[config.mk]
export PLATFORM = sky130hd
export DESIGN_NAME = rrx_exec
export DESIGN_NICKNAME = d
export VERILOG_FILES = /design/src/hw/rrx_pkg.sv /design/src/hw/rrx_exec.sv /design/src/hw/rrx_rotate.sv
export VERILOG_INCLUDE_DIRS = /design/src /design/src/hw
export SDC_FILE = /design/constraint.sdc
export NUM_CORES = 1
export LEC_CHECK = 0
export BUFFER_PORTS_ARGS = -buffer_cell sky130_fd_sc_hd__buf_2
export CORE_UTILIZATION = 60
export CTS_CLUSTER_SIZE = 40
export DETAILED_ROUTE_END_ITERATION = 10
export HOLD_SLACK_MARGIN = 0.06
export PLACE_DENSITY = 0.9
export SLEW_MARGIN = 20
export SYNTH_ARGS = -nofsm -noshare
export SYNTH_HDL_FRONTEND = slang
export SYNTH_SLANG_ARGS = --single-unit
[constraint.sdc]
create_clock -name clk -period 2.7 [get_ports clk]
set_clock_uncertainty 0.1 [all_clocks]
set_input_delay 0.135 -clock clk [delete_from_list [all_inputs] [get_ports clk]]
set_output_delay 0.135 -clock clk [all_outputs]
set_load 0.02 [all_outputs]
[src/hw/rrx_cfg.svh]
// constants for the return and rotate execution block: offsets, fields, opcodes
// assumes a 25 MHz core clock where four clocks form one instruction cycle
// Overview of operation
// - return pops stack head into program counter
// - option one restores accumulator, flags, bank pointer
// - option zero leaves those working registers alone
// - return never touches the pc latches
// - left via carry: bit7 to carry, carry in
// - left plain: bit7 wraps to bit0, carry kept
// - right via carry: bit0 to carry, carry in
// - right plain: bit0 wraps to bit7, carry kept
// - destination bit zero selects accumulator, one operand
// - bank bit zero access bank, one bank pointer
// - via-carry rotates update carry, negative, zero
// - plain rotates update negative and zero only
`ifndef RRX_CFG_SVH
`define RRX_CFG_SVH

`define RRX_CTRL_OFS 8'h00
`define RRX_INSTR_OFS 8'h04
`define RRX_ACC_OFS 8'h08
`define RRX_FLAGS_OFS 8'h0C
`define RRX_BANK_OFS 8'h10
`define RRX_SHADOW_OFS 8'h14
`define RRX_PC_OFS 8'h18
`define RRX_LATCH_OFS 8'h1C
`define RRX_RESULT_OFS 8'h20

`define RRX_CTRL_START 0
`define RRX_CTRL_BUSY 0
`define RRX_CTRL_UNSUP 1
`define RRX_SHD_FLG_LSB 8
`define RRX_SHD_BNK_LSB 16
`define RRX_LAT_UP_LSB 8

`define RRX_FLG_C 0
`define RRX_FLG_DC 1
`define RRX_FLG_Z 2
`define RRX_FLG_OV 3
`define RRX_FLG_N 4

`define RRX_OP_RET_HI 15'h0009
`define RRX_OP_RLC 6'h0D
`define RRX_OP_RLN 6'h11
`define RRX_OP_RRC 6'h0C
`define RRX_OP_RRN 6'h10

`define RRX_Q_LAST 2'h3
`define RRX_RESP_OKAY 2'h0
`define RRX_RESP_SLVERR 2'h2
`define RRX_RST_WORD 32'h0000_0000

`endif

[src/hw/rrx_pkg.sv]
// types shared by the return and rotate execution block
// assumes the constants header is included by each user
package rrx_pkg;

  typedef enum logic [1:0] {
    RRX_IDLE = 2'b00,
    RRX_EXEC = 2'b01,
    RRX_REFILL = 2'b11
  } rrx_phase_e;

  typedef enum logic [2:0] {
    RRX_K_NONE = 3'd0,
    RRX_K_RLC = 3'd1,
    RRX_K_RLN = 3'd2,
    RRX_K_RRC = 3'd3,
    RRX_K_RRN = 3'd4,
    RRX_K_RET = 3'd5
  } rrx_kind_e;

  typedef struct packed {
    logic [11:0] addr;
    logic [7:0] wdata;
    logic we;
    logic re;
  } rrx_mem_s;

  typedef struct packed {
    logic [7:0] awaddr;
    logic awvalid;
    logic [31:0] wdata;
    logic [3:0] wstrb;
    logic wvalid;
    logic bready;
    logic [7:0] araddr;
    logic arvalid;
    logic rready;
  } rrx_axi_req_s;

  typedef struct packed {
    logic awready;
    logic wready;
    logic [1:0] bresp;
    logic bvalid;
    logic arready;
    logic [31:0] rdata;
    logic [1:0] rresp;
    logic rvalid;
  } rrx_axi_rsp_s;

  typedef struct packed {
    rrx_phase_e phase;
    logic [1:0] q;
    rrx_kind_e kind;
    logic dsel;
    logic asel;
    logic [7:0] fadr;
    logic sopt;
    logic [7:0] opnd;
    logic [7:0] res;
    logic cout;
    logic [7:0] w;
    logic [4:0] flags;
    logic [3:0] bank;
    logic [7:0] accc;
    logic [4:0] flgc;
    logic [3:0] bnkc;
    logic [20:0] pc;
    logic [4:0] latu;
    logic [7:0] lath;
    logic [15:0] instr;
    rrx_mem_s mem;
    logic pop;
    logic unsup;
    logic aw_got;
    logic [7:0] aw_a;
    logic w_got;
    logic [31:0] w_d;
    logic [3:0] w_s;
    logic bvalid;
    logic [1:0] bresp;
    logic rvalid;
    logic [31:0] rdata;
    logic [1:0] rresp;
  } rrx_state_s;

endpackage

[src/hw/rrx_exec.sv]
// return and rotate execution block with an axi4-lite register port
// assumes data memory answers mem_rdata in the same cycle as mem_re,
// and the return stack head is a same-clock signal
`timescale 1ns/1ps
`include "rrx_cfg.svh"
module rrx_exec (
  input wire logic clk, // 25 MHz core clock
  input wire logic rst_b, // async reset, active low
  input rrx_pkg::rrx_axi_req_s axi_req, // axi4-lite master side
  output rrx_pkg::rrx_axi_rsp_s axi_rsp, // axi4-lite slave side
  input wire logic [20:0] return_stack_head, // current stack top
  output logic stack_pop, // one-cycle pop strobe
  output rrx_pkg::rrx_mem_s mem, // data memory request
  input wire logic [7:0] mem_rdata // data memory read byte
);
  import rrx_pkg::*;

  rrx_state_s st_r;
  rrx_state_s nxt;
  logic [7:0] rot_res;
  logic rot_cout;
  logic wr_go;
  logic is_rot;
  logic go;
  rrx_kind_e dec;

  ////////////////////////////////////////////////////////////////////////
  function automatic rrx_kind_e rrx_decode(input logic [15:0] i);
    rrx_kind_e k;
    k = RRX_K_NONE;
    if (i[15:1] == `RRX_OP_RET_HI) begin
      k = RRX_K_RET;
    end else begin
      case (i[15:10])
        `RRX_OP_RLC: k = RRX_K_RLC;
        `RRX_OP_RLN: k = RRX_K_RLN;
        `RRX_OP_RRC: k = RRX_K_RRC;
        `RRX_OP_RRN: k = RRX_K_RRN;
        default: k = RRX_K_NONE;
      endcase
    end
    return k;
  endfunction

  function automatic logic [31:0] rrx_merge(input logic [31:0] o, input logic [31:0] d, input logic [3:0] s);
    logic [31:0] r;
    r = o;
    for (int b = 0; b < 4; b++) begin
      if (s[b]) begin
        r[8*b +: 8] = d[8*b +: 8];
      end
    end
    return r;
  endfunction

  function automatic logic rrx_is_rot(input rrx_kind_e k);
    return (k == RRX_K_RLC) || (k == RRX_K_RLN) || (k == RRX_K_RRC) || (k == RRX_K_RRN);
  endfunction

  ////////////////////////////////////////////////////////////////////////
  rrx_rotate u_rot (
    .opnd(st_r.opnd),
    .carry_in(st_r.flags[`RRX_FLG_C]),
    .kind(st_r.kind),
    .result(rot_res),
    .carry_out(rot_cout)
  );

  assign is_rot = rrx_is_rot(st_r.kind);
  assign dec = rrx_decode(st_r.instr);
  assign wr_go = st_r.aw_got && st_r.w_got && !st_r.bvalid;
  assign stack_pop = st_r.pop;
  assign mem = st_r.mem;

  always_comb begin
    axi_rsp.awready = !st_r.aw_got && !st_r.bvalid;
    axi_rsp.wready = !st_r.w_got && !st_r.bvalid;
    axi_rsp.bvalid = st_r.bvalid;
    axi_rsp.bresp = st_r.bresp;
    axi_rsp.arready = !st_r.rvalid;
    axi_rsp.rvalid = st_r.rvalid;
    axi_rsp.rdata = st_r.rdata;
    axi_rsp.rresp = st_r.rresp;
  end

  ////////////////////////////////////////////////////////////////////////
  always_comb begin
    logic [31:0] m;
    logic [31:0] rd;
    m = `RRX_RST_WORD;
    rd = `RRX_RST_WORD;
    nxt = st_r;
    nxt.pop = 1'b0;
    go = 1'b0;
    // bus write channels, taken in either order
    if (axi_req.awvalid && axi_rsp.awready) begin
      nxt.aw_got = 1'b1;
      nxt.aw_a = axi_req.awaddr;
    end
    if (axi_req.wvalid && axi_rsp.wready) begin
      nxt.w_got = 1'b1;
      nxt.w_d = axi_req.wdata;
      nxt.w_s = axi_req.wstrb;
    end
    if (st_r.bvalid && axi_req.bready) begin
      nxt.bvalid = 1'b0;
    end
    if (wr_go) begin
      nxt.aw_got = 1'b0;
      nxt.w_got = 1'b0;
      nxt.bvalid = 1'b1;
      nxt.bresp = `RRX_RESP_OKAY;
      // refusing writes while busy keeps bus and core off the same registers
      if (st_r.aw_a == `RRX_CTRL_OFS) begin
        go = st_r.w_s[0] && st_r.w_d[`RRX_CTRL_START] && (st_r.phase == RRX_IDLE);
      end else if (st_r.phase != RRX_IDLE) begin
        nxt.bresp = `RRX_RESP_SLVERR;
      end else begin
        case (st_r.aw_a)
          `RRX_INSTR_OFS: begin
            m = rrx_merge({16'h0000, st_r.instr}, st_r.w_d, st_r.w_s);
            nxt.instr = m[15:0];
          end
          `RRX_ACC_OFS: begin
            m = rrx_merge({24'h00_0000, st_r.w}, st_r.w_d, st_r.w_s);
            nxt.w = m[7:0];
          end
          `RRX_FLAGS_OFS: begin
            m = rrx_merge({27'h000_0000, st_r.flags}, st_r.w_d, st_r.w_s);
            nxt.flags = m[4:0];
          end
          `RRX_BANK_OFS: begin
            m = rrx_merge({28'h000_0000, st_r.bank}, st_r.w_d, st_r.w_s);
            nxt.bank = m[3:0];
          end
          `RRX_SHADOW_OFS: begin
            m = rrx_merge({12'h000, st_r.bnkc, 3'h0, st_r.flgc, st_r.accc}, st_r.w_d, st_r.w_s);
            nxt.accc = m[7:0];
            nxt.flgc = m[`RRX_SHD_FLG_LSB +: 5];
            nxt.bnkc = m[`RRX_SHD_BNK_LSB +: 4];
          end
          `RRX_PC_OFS: begin
            m = rrx_merge({11'h000, st_r.pc}, st_r.w_d, st_r.w_s);
            nxt.pc = m[20:0];
          end
          `RRX_LATCH_OFS: begin
            m = rrx_merge({19'h0_0000, st_r.latu, st_r.lath}, st_r.w_d, st_r.w_s);
            nxt.lath = m[7:0];
            nxt.latu = m[`RRX_LAT_UP_LSB +: 5];
          end
          `RRX_RESULT_OFS: nxt.bresp = `RRX_RESP_SLVERR;
          default: nxt.bresp = `RRX_RESP_SLVERR;
        endcase
      end
    end
    // bus read
    if (st_r.rvalid && axi_req.rready) begin
      nxt.rvalid = 1'b0;
    end
    if (axi_req.arvalid && axi_rsp.arready) begin
      nxt.rvalid = 1'b1;
      nxt.rresp = `RRX_RESP_OKAY;
      case (axi_req.araddr)
        `RRX_CTRL_OFS: rd = {30'h0000_0000, st_r.unsup, st_r.phase != RRX_IDLE};
        `RRX_INSTR_OFS: rd = {16'h0000, st_r.instr};
        `RRX_ACC_OFS: rd = {24'h00_0000, st_r.w};
        `RRX_FLAGS_OFS: rd = {27'h000_0000, st_r.flags};
        `RRX_BANK_OFS: rd = {28'h000_0000, st_r.bank};
        `RRX_SHADOW_OFS: rd = {12'h000, st_r.bnkc, 3'h0, st_r.flgc, st_r.accc};
        `RRX_PC_OFS: rd = {11'h000, st_r.pc};
        `RRX_LATCH_OFS: rd = {19'h0_0000, st_r.latu, st_r.lath};
        `RRX_RESULT_OFS: rd = {24'h00_0000, st_r.res};
        default: nxt.rresp = `RRX_RESP_SLVERR;
      endcase
      nxt.rdata = rd;
    end
    // instruction sequencer, one state per instruction cycle, q steps through its four quarters
    case (st_r.phase)
      RRX_IDLE: begin
        if (go) begin
          nxt.phase = RRX_EXEC;
          nxt.q = 2'h0;
          nxt.unsup = 1'b0;
        end
      end
      RRX_EXEC: begin
        nxt.q = st_r.q + 2'h1;
        case (st_r.q)
          2'h0: begin
            nxt.kind = dec;
            nxt.dsel = st_r.instr[9];
            nxt.asel = st_r.instr[8];
            nxt.fadr = st_r.instr[7:0];
            nxt.sopt = st_r.instr[0];
            if (rrx_is_rot(dec)) begin
              nxt.mem.re = 1'b1;
              // access bank is bank 0 for low f, top bank for high f
              nxt.mem.addr = st_r.instr[8] ? {st_r.bank, st_r.instr[7:0]}
                                           : {{4{st_r.instr[7]}}, st_r.instr[7:0]};
            end
          end
          2'h1: begin
            nxt.mem.re = 1'b0;
            if (is_rot) begin
              nxt.opnd = mem_rdata;
            end
          end
          2'h2: begin
            if (is_rot) begin
              nxt.res = rot_res;
              nxt.cout = rot_cout;
              nxt.mem.we = st_r.dsel;
              nxt.mem.wdata = rot_res;
            end
          end
          default: begin
            // accumulator and flags land on one edge, so a bus read never sees half a result
            nxt.mem.we = 1'b0;
            nxt.phase = RRX_IDLE;
            if (is_rot) begin
              if (!st_r.dsel) begin
                nxt.w = st_r.res;
              end
              nxt.flags[`RRX_FLG_N] = st_r.res[7];
              nxt.flags[`RRX_FLG_Z] = (st_r.res == 8'h00);
              if ((st_r.kind == RRX_K_RLC) || (st_r.kind == RRX_K_RRC)) begin
                nxt.flags[`RRX_FLG_C] = st_r.cout;
              end
            end else if (st_r.kind == RRX_K_RET) begin
              nxt.pc = return_stack_head;
              nxt.pop = 1'b1;
              nxt.phase = RRX_REFILL;
              if (st_r.sopt) begin
                nxt.w = st_r.accc;
                nxt.flags = st_r.flgc;
                nxt.bank = st_r.bnkc;
              end
            end else begin
              nxt.unsup = 1'b1;
            end
          end
        endcase
      end
      RRX_REFILL: begin
        // second cycle only counts quarters, nothing is fetched or written
        nxt.q = st_r.q + 2'h1;
        if (st_r.q == `RRX_Q_LAST) begin
          nxt.phase = RRX_IDLE;
        end
      end
      default: nxt.phase = RRX_IDLE;
    endcase
  end

  always_ff @(posedge clk or negedge rst_b) begin
    if (!rst_b) begin
      st_r <= '0;
    end else begin
      st_r <= nxt;
    end
  end

  logic q3_rot;
  logic start_rot;
  logic start_ret;
  assign q3_rot = (st_r.phase == RRX_EXEC) && (st_r.q == 2'h2) && is_rot;
  assign start_rot = go && rrx_is_rot(dec);
  assign start_ret = go && (dec == RRX_K_RET);
  logic q4_plain;
  assign q4_plain = (st_r.phase == RRX_EXEC) && (st_r.q == 2'h3)
    && ((st_r.kind == RRX_K_RLN) || (st_r.kind == RRX_K_RRN));
endmodule

[src/hw/rrx_rotate.sv]
// one-bit rotate of a data byte, left or right, through carry or plain
// assumes operand and carry are stable registers of the caller
`timescale 1ns/1ps
module rrx_rotate (
  input wire logic [7:0] opnd, // operand byte
  input wire logic carry_in, // carry before the rotate
  input rrx_pkg::rrx_kind_e kind, // which rotate
  output logic [7:0] result, // rotated byte
  output logic carry_out // bit leaving the byte
);
  import rrx_pkg::*;

  logic left;
  logic via;
  logic [9:0] ext;

  assign left = (kind == RRX_K_RLC) || (kind == RRX_K_RLN);
  assign via = (kind == RRX_K_RLC) || (kind == RRX_K_RRC);
  // ext puts the incoming bit at both ends so every bit is one mux
  assign ext = {via ? carry_in : opnd[0], opnd, via ? carry_in : opnd[7]};
  assign carry_out = left ? opnd[7] : opnd[0];

  for (genvar i = 0; i < 8; i++) begin : g_bit
    assign result[i] = left ? ext[i] : ext[i + 2];
  end

endmodule

==> metrics.txt, run 1 <==
status complete, no violations; final net count ~1100; final HPWL from detailed placement roughly 18000 µm; Final Cell Area between 10000 and 15000 µm²; storage element area between 4000 and 5000 µm²; number of enable flip-flop cells after synthesis 0; number of vias per cell approximately 6.5; minimum setup slack among reg-to-reg paths roughly 0.28 ns; transition time at the pin with the least slew margin around 0.86 ns; final total power 8.026 mW; cells taking the most area after synthesis dfrtp_1 48%, mux2_2 13%, buf_4 4.7%; Syn Inst Count 865; Critical Path, Cell by Cell nor4b_2 -> nand4_2 -> mux2i_1 -> a21oi_1; DRT Pass-1 Iters 6; unrepaired setup endpoints after global routing false; vias in the first global route around 7900; minimum clock period 2.423 ns; leakage dissipation 5.426 nW; I/O pin total around 150; number of filler cells placed in the layout between 900 and 1000; share of Yosys cell area claimed by the top area cell type ~48%; overflow left after global routing 0; Antenna Nets Post-Route 0; clock edge transition at the registers on the reported setup and hold paths 0.08 ns; floorplan die width ~130 µm; clock root buffer clkbuf_16; setup violators final 0; critical path's top delay family simple AND/OR/NAND/NOR gates; CP Class flip-flop to flip-flop; share of cells above drive strength 1 between 20% and 30%; GPL Wtd Cong approximately 0.98; Non-Filler Instances approximately 1200; average wire per cell in the routed design 22.83 µm; most frequently used flop master after synthesis dfrtp_1; floorplan die area about 16000 µm²; area post-placement about 10000 µm²; Rows 45; vias after detailed routing ~8000; worst min-delay path category primary input to async pin; Worst path max stage delay 0.61 ns; synthesis-stage register bit count between 150 and 200; Critical Path End Type flip-flop; Achievable Freq just over 400 MHz; number of buffers between clock root and the deepest sink 2; Final Routed Wirelength between 20000 and 30000 µm; Setup Slack @ Placement around 0.42 ns; Remaining DRCs 0; die height between 100 and 150 µm; n_diodes 0; post-synthesis to final-layout area growth 18.11%; total negative setup slack 0 ns; worst voltage drop across the vdd grid approximately 670 µV; area of the placeable core roughly 15000 µm²; number of levels in the clock H-tree 4; CP bufs+invs 0; area occupied by multi-input gates ~4300 µm²; most used cells in the layout excluding fill and tap cells 185 x dfrtp_1, 125 x buf_2, 107 x mux2_2, 69 x dlygate4sd3_1, 48 x nor2_1; largest area contributor in the synthesized netlist dfrtp_1; highest net fanout along the worst path 8; first-pass GRT wire length 42920 µm; number of buffers added for setup after CTS 0; Tcrit/Tclk final 89.73%; cell area after technology mapping 9584 µm²; average cell area after synthesis 11.08 µm²; number of antenna violations at the first check in global routing 0; placed cell count between 1000 and 1500; sequential share of the synthesized area between 40 and 50%; Req. time, crit path just under 3 ns; CTS tree built; sort of element at the start of the critical path flip-flop; fraction of registers with async set or reset after synthesis 100.0%; final hold violation count 0; GRT Util Overall between 30% and 40%; data arrival time at the worst-slack endpoint ~2.7 ns; violation count after the first detailed-routing iteration roughly 1100; clock tree sinks roughly 190; Final Slew Violations 0; Port Buffer Count 126; Maximum Capacitance Violations 0; total CTS buffers 17; crit path setup slack, layout ~0.28 ns; power density over cell area 709.1 nW/µm²; Yosys cell types 73; clk_lat worst skew roughly 0.46 ns; Max-Slew Margin vs Limit between 40 and 50%; initial core utilization 62.35%; count of synthesis-stage warnings from yosys 0; most frequent standard cell in the layout excluding fill and tap cells dfrtp_1; cell type of the slowest stage on the worst timing path nor4b_2; pin count of the biggest net entering global routing 69
==> synth_stat cells (10+ instances only) <==
master,number
a21oi_1,42
buf_4,60
nor2b_1,13
o21ai_0,35
mux2i_1,45
nand4_1,19
nand2_1,46
mux2_2,107
o211ai_1,11
a22oi_1,17
a221o_1,10
nand3_1,30
buf_2,13
dfrtp_1,185
o22ai_1,11
nor2_1,48
inv_1,10
clkbuf_1,28
==> through the flow <==
step / utilization, % / hold WS (ns)
global placement: 65.31 / 0.02391
finish: 73.64 / 0.1093
detailed placement: 65.31 / 0.01442
CTS: 73.64 / 0.1155
global route: 73.64 / 0.1440
floorplan: - / -0.2606
==> cells by family (layout without fill, tap and decap cells) <==
| logic type | Yosys count | after routing | synth area share (%) |
|---|---|---|---|
| AO/OA/AOI/OAI | 172 | 172 | 11.93 |
| XOR/XNOR | 1 | 1 | 0.09140 |
| adder cells (fa/ha/maj) | 5 | 5 | 0.6527 |
| buffers and inverters | 116 | 256 | 7.271 |
| flip-flops | 185 | 185 | 48.30 |
| multiplexers | 152 | 152 | 17.27 |
| other | 1 | 13 | 0.03913 |
| AND/OR/NAND/NOR | 233 | 233 | 14.44 |
==> area by class of cell <==
| type | count | share of cell area (%) |
|---|---|---|
| Multi-Input combinational cell | 576 | 38.01 |
| Tap cell | 211 | 2.332 |
| Clock inverter | 13 | 1.304 |
| Sequential cell | 185 | 40.90 |
| Timing Repair Buffer | 214 | 13.21 |
| Clock buffer | 19 | 3.913 |
| Inverter | 10 | 0.3316 |
==> where the power goes <==
part	internal, mW	switching [mW]
registers	3.25	0.662
clock network	1.34	1.22
logic	0.787	0.773
==> worst reg2reg max path, stage by stage (launching register included) <==
cell and delay (ns):
dfrtp_1 0.44, nor4b_2 0.61, nand4_2 0.58, mux2i_1 0.26, a21oi_1 0.33
==> timing repair <==
item / 4_1_cts / 5_1_grt
hold endpoints to repair: 252 / 0
resized for setup: 0 / 0
hold buffers: 69 / 0
setup endpoints to repair: 0 / 0
==> path summary, 6_finish.rpt <==
kind	startpoint	endpoint	depth (start not counted)
worst max register to register	st_r[77]	st_r[142]	4
max in group asynchronous	rst_b	st_r[162]	3
worst max-delay path	st_r[77]	st_r[142]	4
worst min-delay path	rst_b	mem[16]	2
min in group clk	axi_req[3]	axi_rsp[4]	4
worst min register to register	mem[21]	mem[21]	2
==> registers in the layout (all words and copies together), names as in the netlist <==
name and flops:
st_r 137, axi_rsp 25, mem 22, stack_pop 1
==> layer usage <==
metal / GRT usage (%) / wire length, µm / share of wire [%]
met5: 0 / 0 / 0
met4: 24.84 / 1861 / 6.6
met3: 9.148 / 2720 / 9.7
met2: 57.04 / 13400 / 48
met1: 41.27 / 10050 / 36
No activity file was read; power rests on OpenSTA's default activity.
==> run 2, diff against run 1 <==
--- a/config.mk
+++ b/config.mk
@@ -7,6 +7,7 @@
 export NUM_CORES = 1
 export LEC_CHECK = 0
 export BUFFER_PORTS_ARGS = -buffer_cell sky130_fd_sc_hd__buf_2
+export CORE_ASPECT_RATIO = 0.8
 export CORE_UTILIZATION = 60
 export CTS_CLUSTER_SIZE = 40
 export DETAILED_ROUTE_END_ITERATION = 10
==> run 2 against run 1 <==
  * Highest routed layer unchanged
  * Core utilization decreased by 0.097 points
  * Combinational power is 3% lower
  * Via count decreased by 1.9%
  * Sequential share of layout area grew 0.20 points
  * Critical path depth unchanged
  * Worst setup slack got worse by 0.020 ns
==> metrics.txt, run 2 (synthesized netlist as in run 1, its figures left out) <==
I/O pin total 152 (unchanged); die height 115.0 µm (-10%); Stages on worst setup path 4 (unchanged); Antenna Nets Post-Route 0 (unchanged); Final Routed Wirelength 27630 µm (-1.4%); number of buffers added for setup after CTS 0 (unchanged); Final Slew Violations 0 (unchanged); worst hold slack after final layout 0.1287 ns (+0.01938 ns); clock edge transition at the registers on the reported setup and hold paths 0.08 ns (about the same); Rows 40 (-11%); Port Buffer Count 126 (unchanged); Maximum Capacitance Violations 0 (unchanged); placed cell count 1129 (+0.18%); CP Class flip-flop to flip-flop; floorplan die area 16490 µm² (about the same); Worst path max stage delay 0.63 ns (+0.02 ns); setup violators final 0 (unchanged); leakage dissipation 5.404 nW (-0.40%); worst min-delay path category primary input to flip-flop; area post-placement 10050 µm² (about the same); final HPWL from detailed placement 17410 µm (-0.83%); vias after detailed routing 7875 (-1.9%); violation count after the first detailed-routing iteration 1103 (+0.64%); total negative setup slack 0 ns (unchanged); clock tree sinks 185 (unchanged); final total power 7.786 mW (-3.0%); GRT Util Overall 35.25% (about the same); power density over cell area 691.3 nW/µm² (-2.5%); number of cells on the worst reg-to-reg path 4 (unchanged); first-pass GRT wire length 42970 µm (+0.11%); Remaining DRCs 0 (unchanged); unrepaired setup endpoints after global routing false; Final Cell Area 11260 µm² (-0.50%); initial core utilization 62.58% (+0.23 points); vias in the first global route 7947 (+0.43%); critical path's top delay family simple AND/OR/NAND/NOR gates; total CTS buffers 17 (unchanged); register ranked first by flip-flop count st_r; number of antenna violations at the first check in global routing 1 (+1); average wire per cell in the routed design 22.48 µm (-1.5%); Tcrit/Tclk final 90.48% (+0.74 points); Achievable Freq 409.3 MHz (-0.82%); clk_lat worst skew 0.44 ns (-0.02 ns); share of cells above drive strength 1 29.74% (+0.040 points); area of the placeable core 15310 µm² (-0.37%); highest net fanout along the worst path 8 (unchanged); floorplan die width 143.3 µm (+12%); status complete, no violations; number of buffers between clock root and the deepest sink 2 (unchanged); worst voltage drop across the vdd grid 726.0 µV (+9.2%); overflow left after global routing 0 (unchanged); number of vias per cell 6.408 (-2.0%); CTS tree built; number of flip-flops under the largest register name 137 (unchanged); post-synthesis to final-layout area growth 17.52%; n_diodes 0 (unchanged); Cells on Worst Hold Path 4; pin count of the biggest net entering global routing 66 (-4.3%); data arrival time at the worst-slack endpoint 2.66 ns (about the same); Req. time, crit path 2.91 ns (-0.03 ns); transition time at the pin with the least slew margin 0.8595 ns (+0.0008019 ns); DRT Pass-1 Iters 6 (unchanged); CP bufs+invs 0 (unchanged); clock root buffer clkbuf_16; most used cells in the layout excluding fill and tap cells 185 x dfrtp_1, 125 x buf_2, 107 x mux2_2, 69 x dlygate4sd3_1, 48 x nor2_1; number of levels in the clock H-tree 4 (unchanged); cell type of the slowest stage on the worst timing path nor4b_2; Non-Filler Instances 1229 (+0.081%); minimum clock period 2.443 ns (+0.02009 ns); most frequent standard cell in the layout excluding fill and tap cells dfrtp_1; Max-Slew Margin vs Limit 42.70% (-0.054 points); sort of element at the start of the critical path flip-flop; final net count 1100 (+0.27%); Critical Path, Cell by Cell nor4b_2 -> nand4_2 -> mux2i_1 -> a21oi_1; GPL Wtd Cong 0.9312 (-5.3%); Critical Path End Type flip-flop; final hold violation count 0 (unchanged)
==> run 2: metal layers <==
| metal | share of wire, % | vias to the layer above | GRT usage (%) | wire (µm) |
|---|---|---|---|---|
| met4 | 4.3 | 0 | 16.81 | 1199 |
| li1 | - | 3398 | - | - |
| met2 | 48 | 556 | 56.59 | 13140 |
| met3 | 11 | 129 | 13.29 | 3172 |
| met1 | 37 | 3792 | 42.24 | 10120 |
| met5 | 0 | - | 0 | 0 |
==> run 2: stage by stage <==
stage | utilization [%] | setup slack [ns]
detailed placement | 65.60 | 0.4879
floorplan | - | 0.7946
global route | 73.55 | 0.2203
finish | 73.55 | 0.2571
CTS | 73.55 | 0.4569
global placement | 65.60 | 0.5527
==> run 2: power by group <==
part	switching (mW)	leakage, nW	internal, mW
Combinational	0.730	2.72	0.785
Sequential	0.689	2.43	3.25
Clock	1.14	0.259	1.19
==> run 2: worst paths after layout <==
path	startpoint	end	slack (ns)
worst max-delay path	st_r[77]	st_r[142]	0.26
worst min-delay path	axi_req[3]	axi_rsp[4]	0.13
worst max register to register	st_r[77]	st_r[142]	0.26
worst min register to register	mem[19]	mem[19]	0.38
max in group asynchronous	rst_b	st_r[54]	1.50
min in group asynchronous	rst_b	mem[14]	0.18
==> run 2: layout make-up <==
type / instances / area (µm²)
clock buffer: 19 / 432.9
sequential: 185 / 4629
inverter: 10 / 37.54
timing repair buffer: 217 / 1505
clock inverter: 12 / 92.59
tap: 210 / 262.8
fill: 980 / 4051
multi-input combinational: 576 / 4303
==> run 2: timing repair <==
item / 4_1_cts / 5_1_grt
gates resized for setup: 0 / 0
hold buffers: 69 / 0
endpoints found under the hold margin: 126 / 0
==> run 2: tightest hold or removal path: stages <==
cell     delay (ns)
buf_2          0.15
nor3_1         0.08
a32oi_1        0.15
a31oi_1        0.10
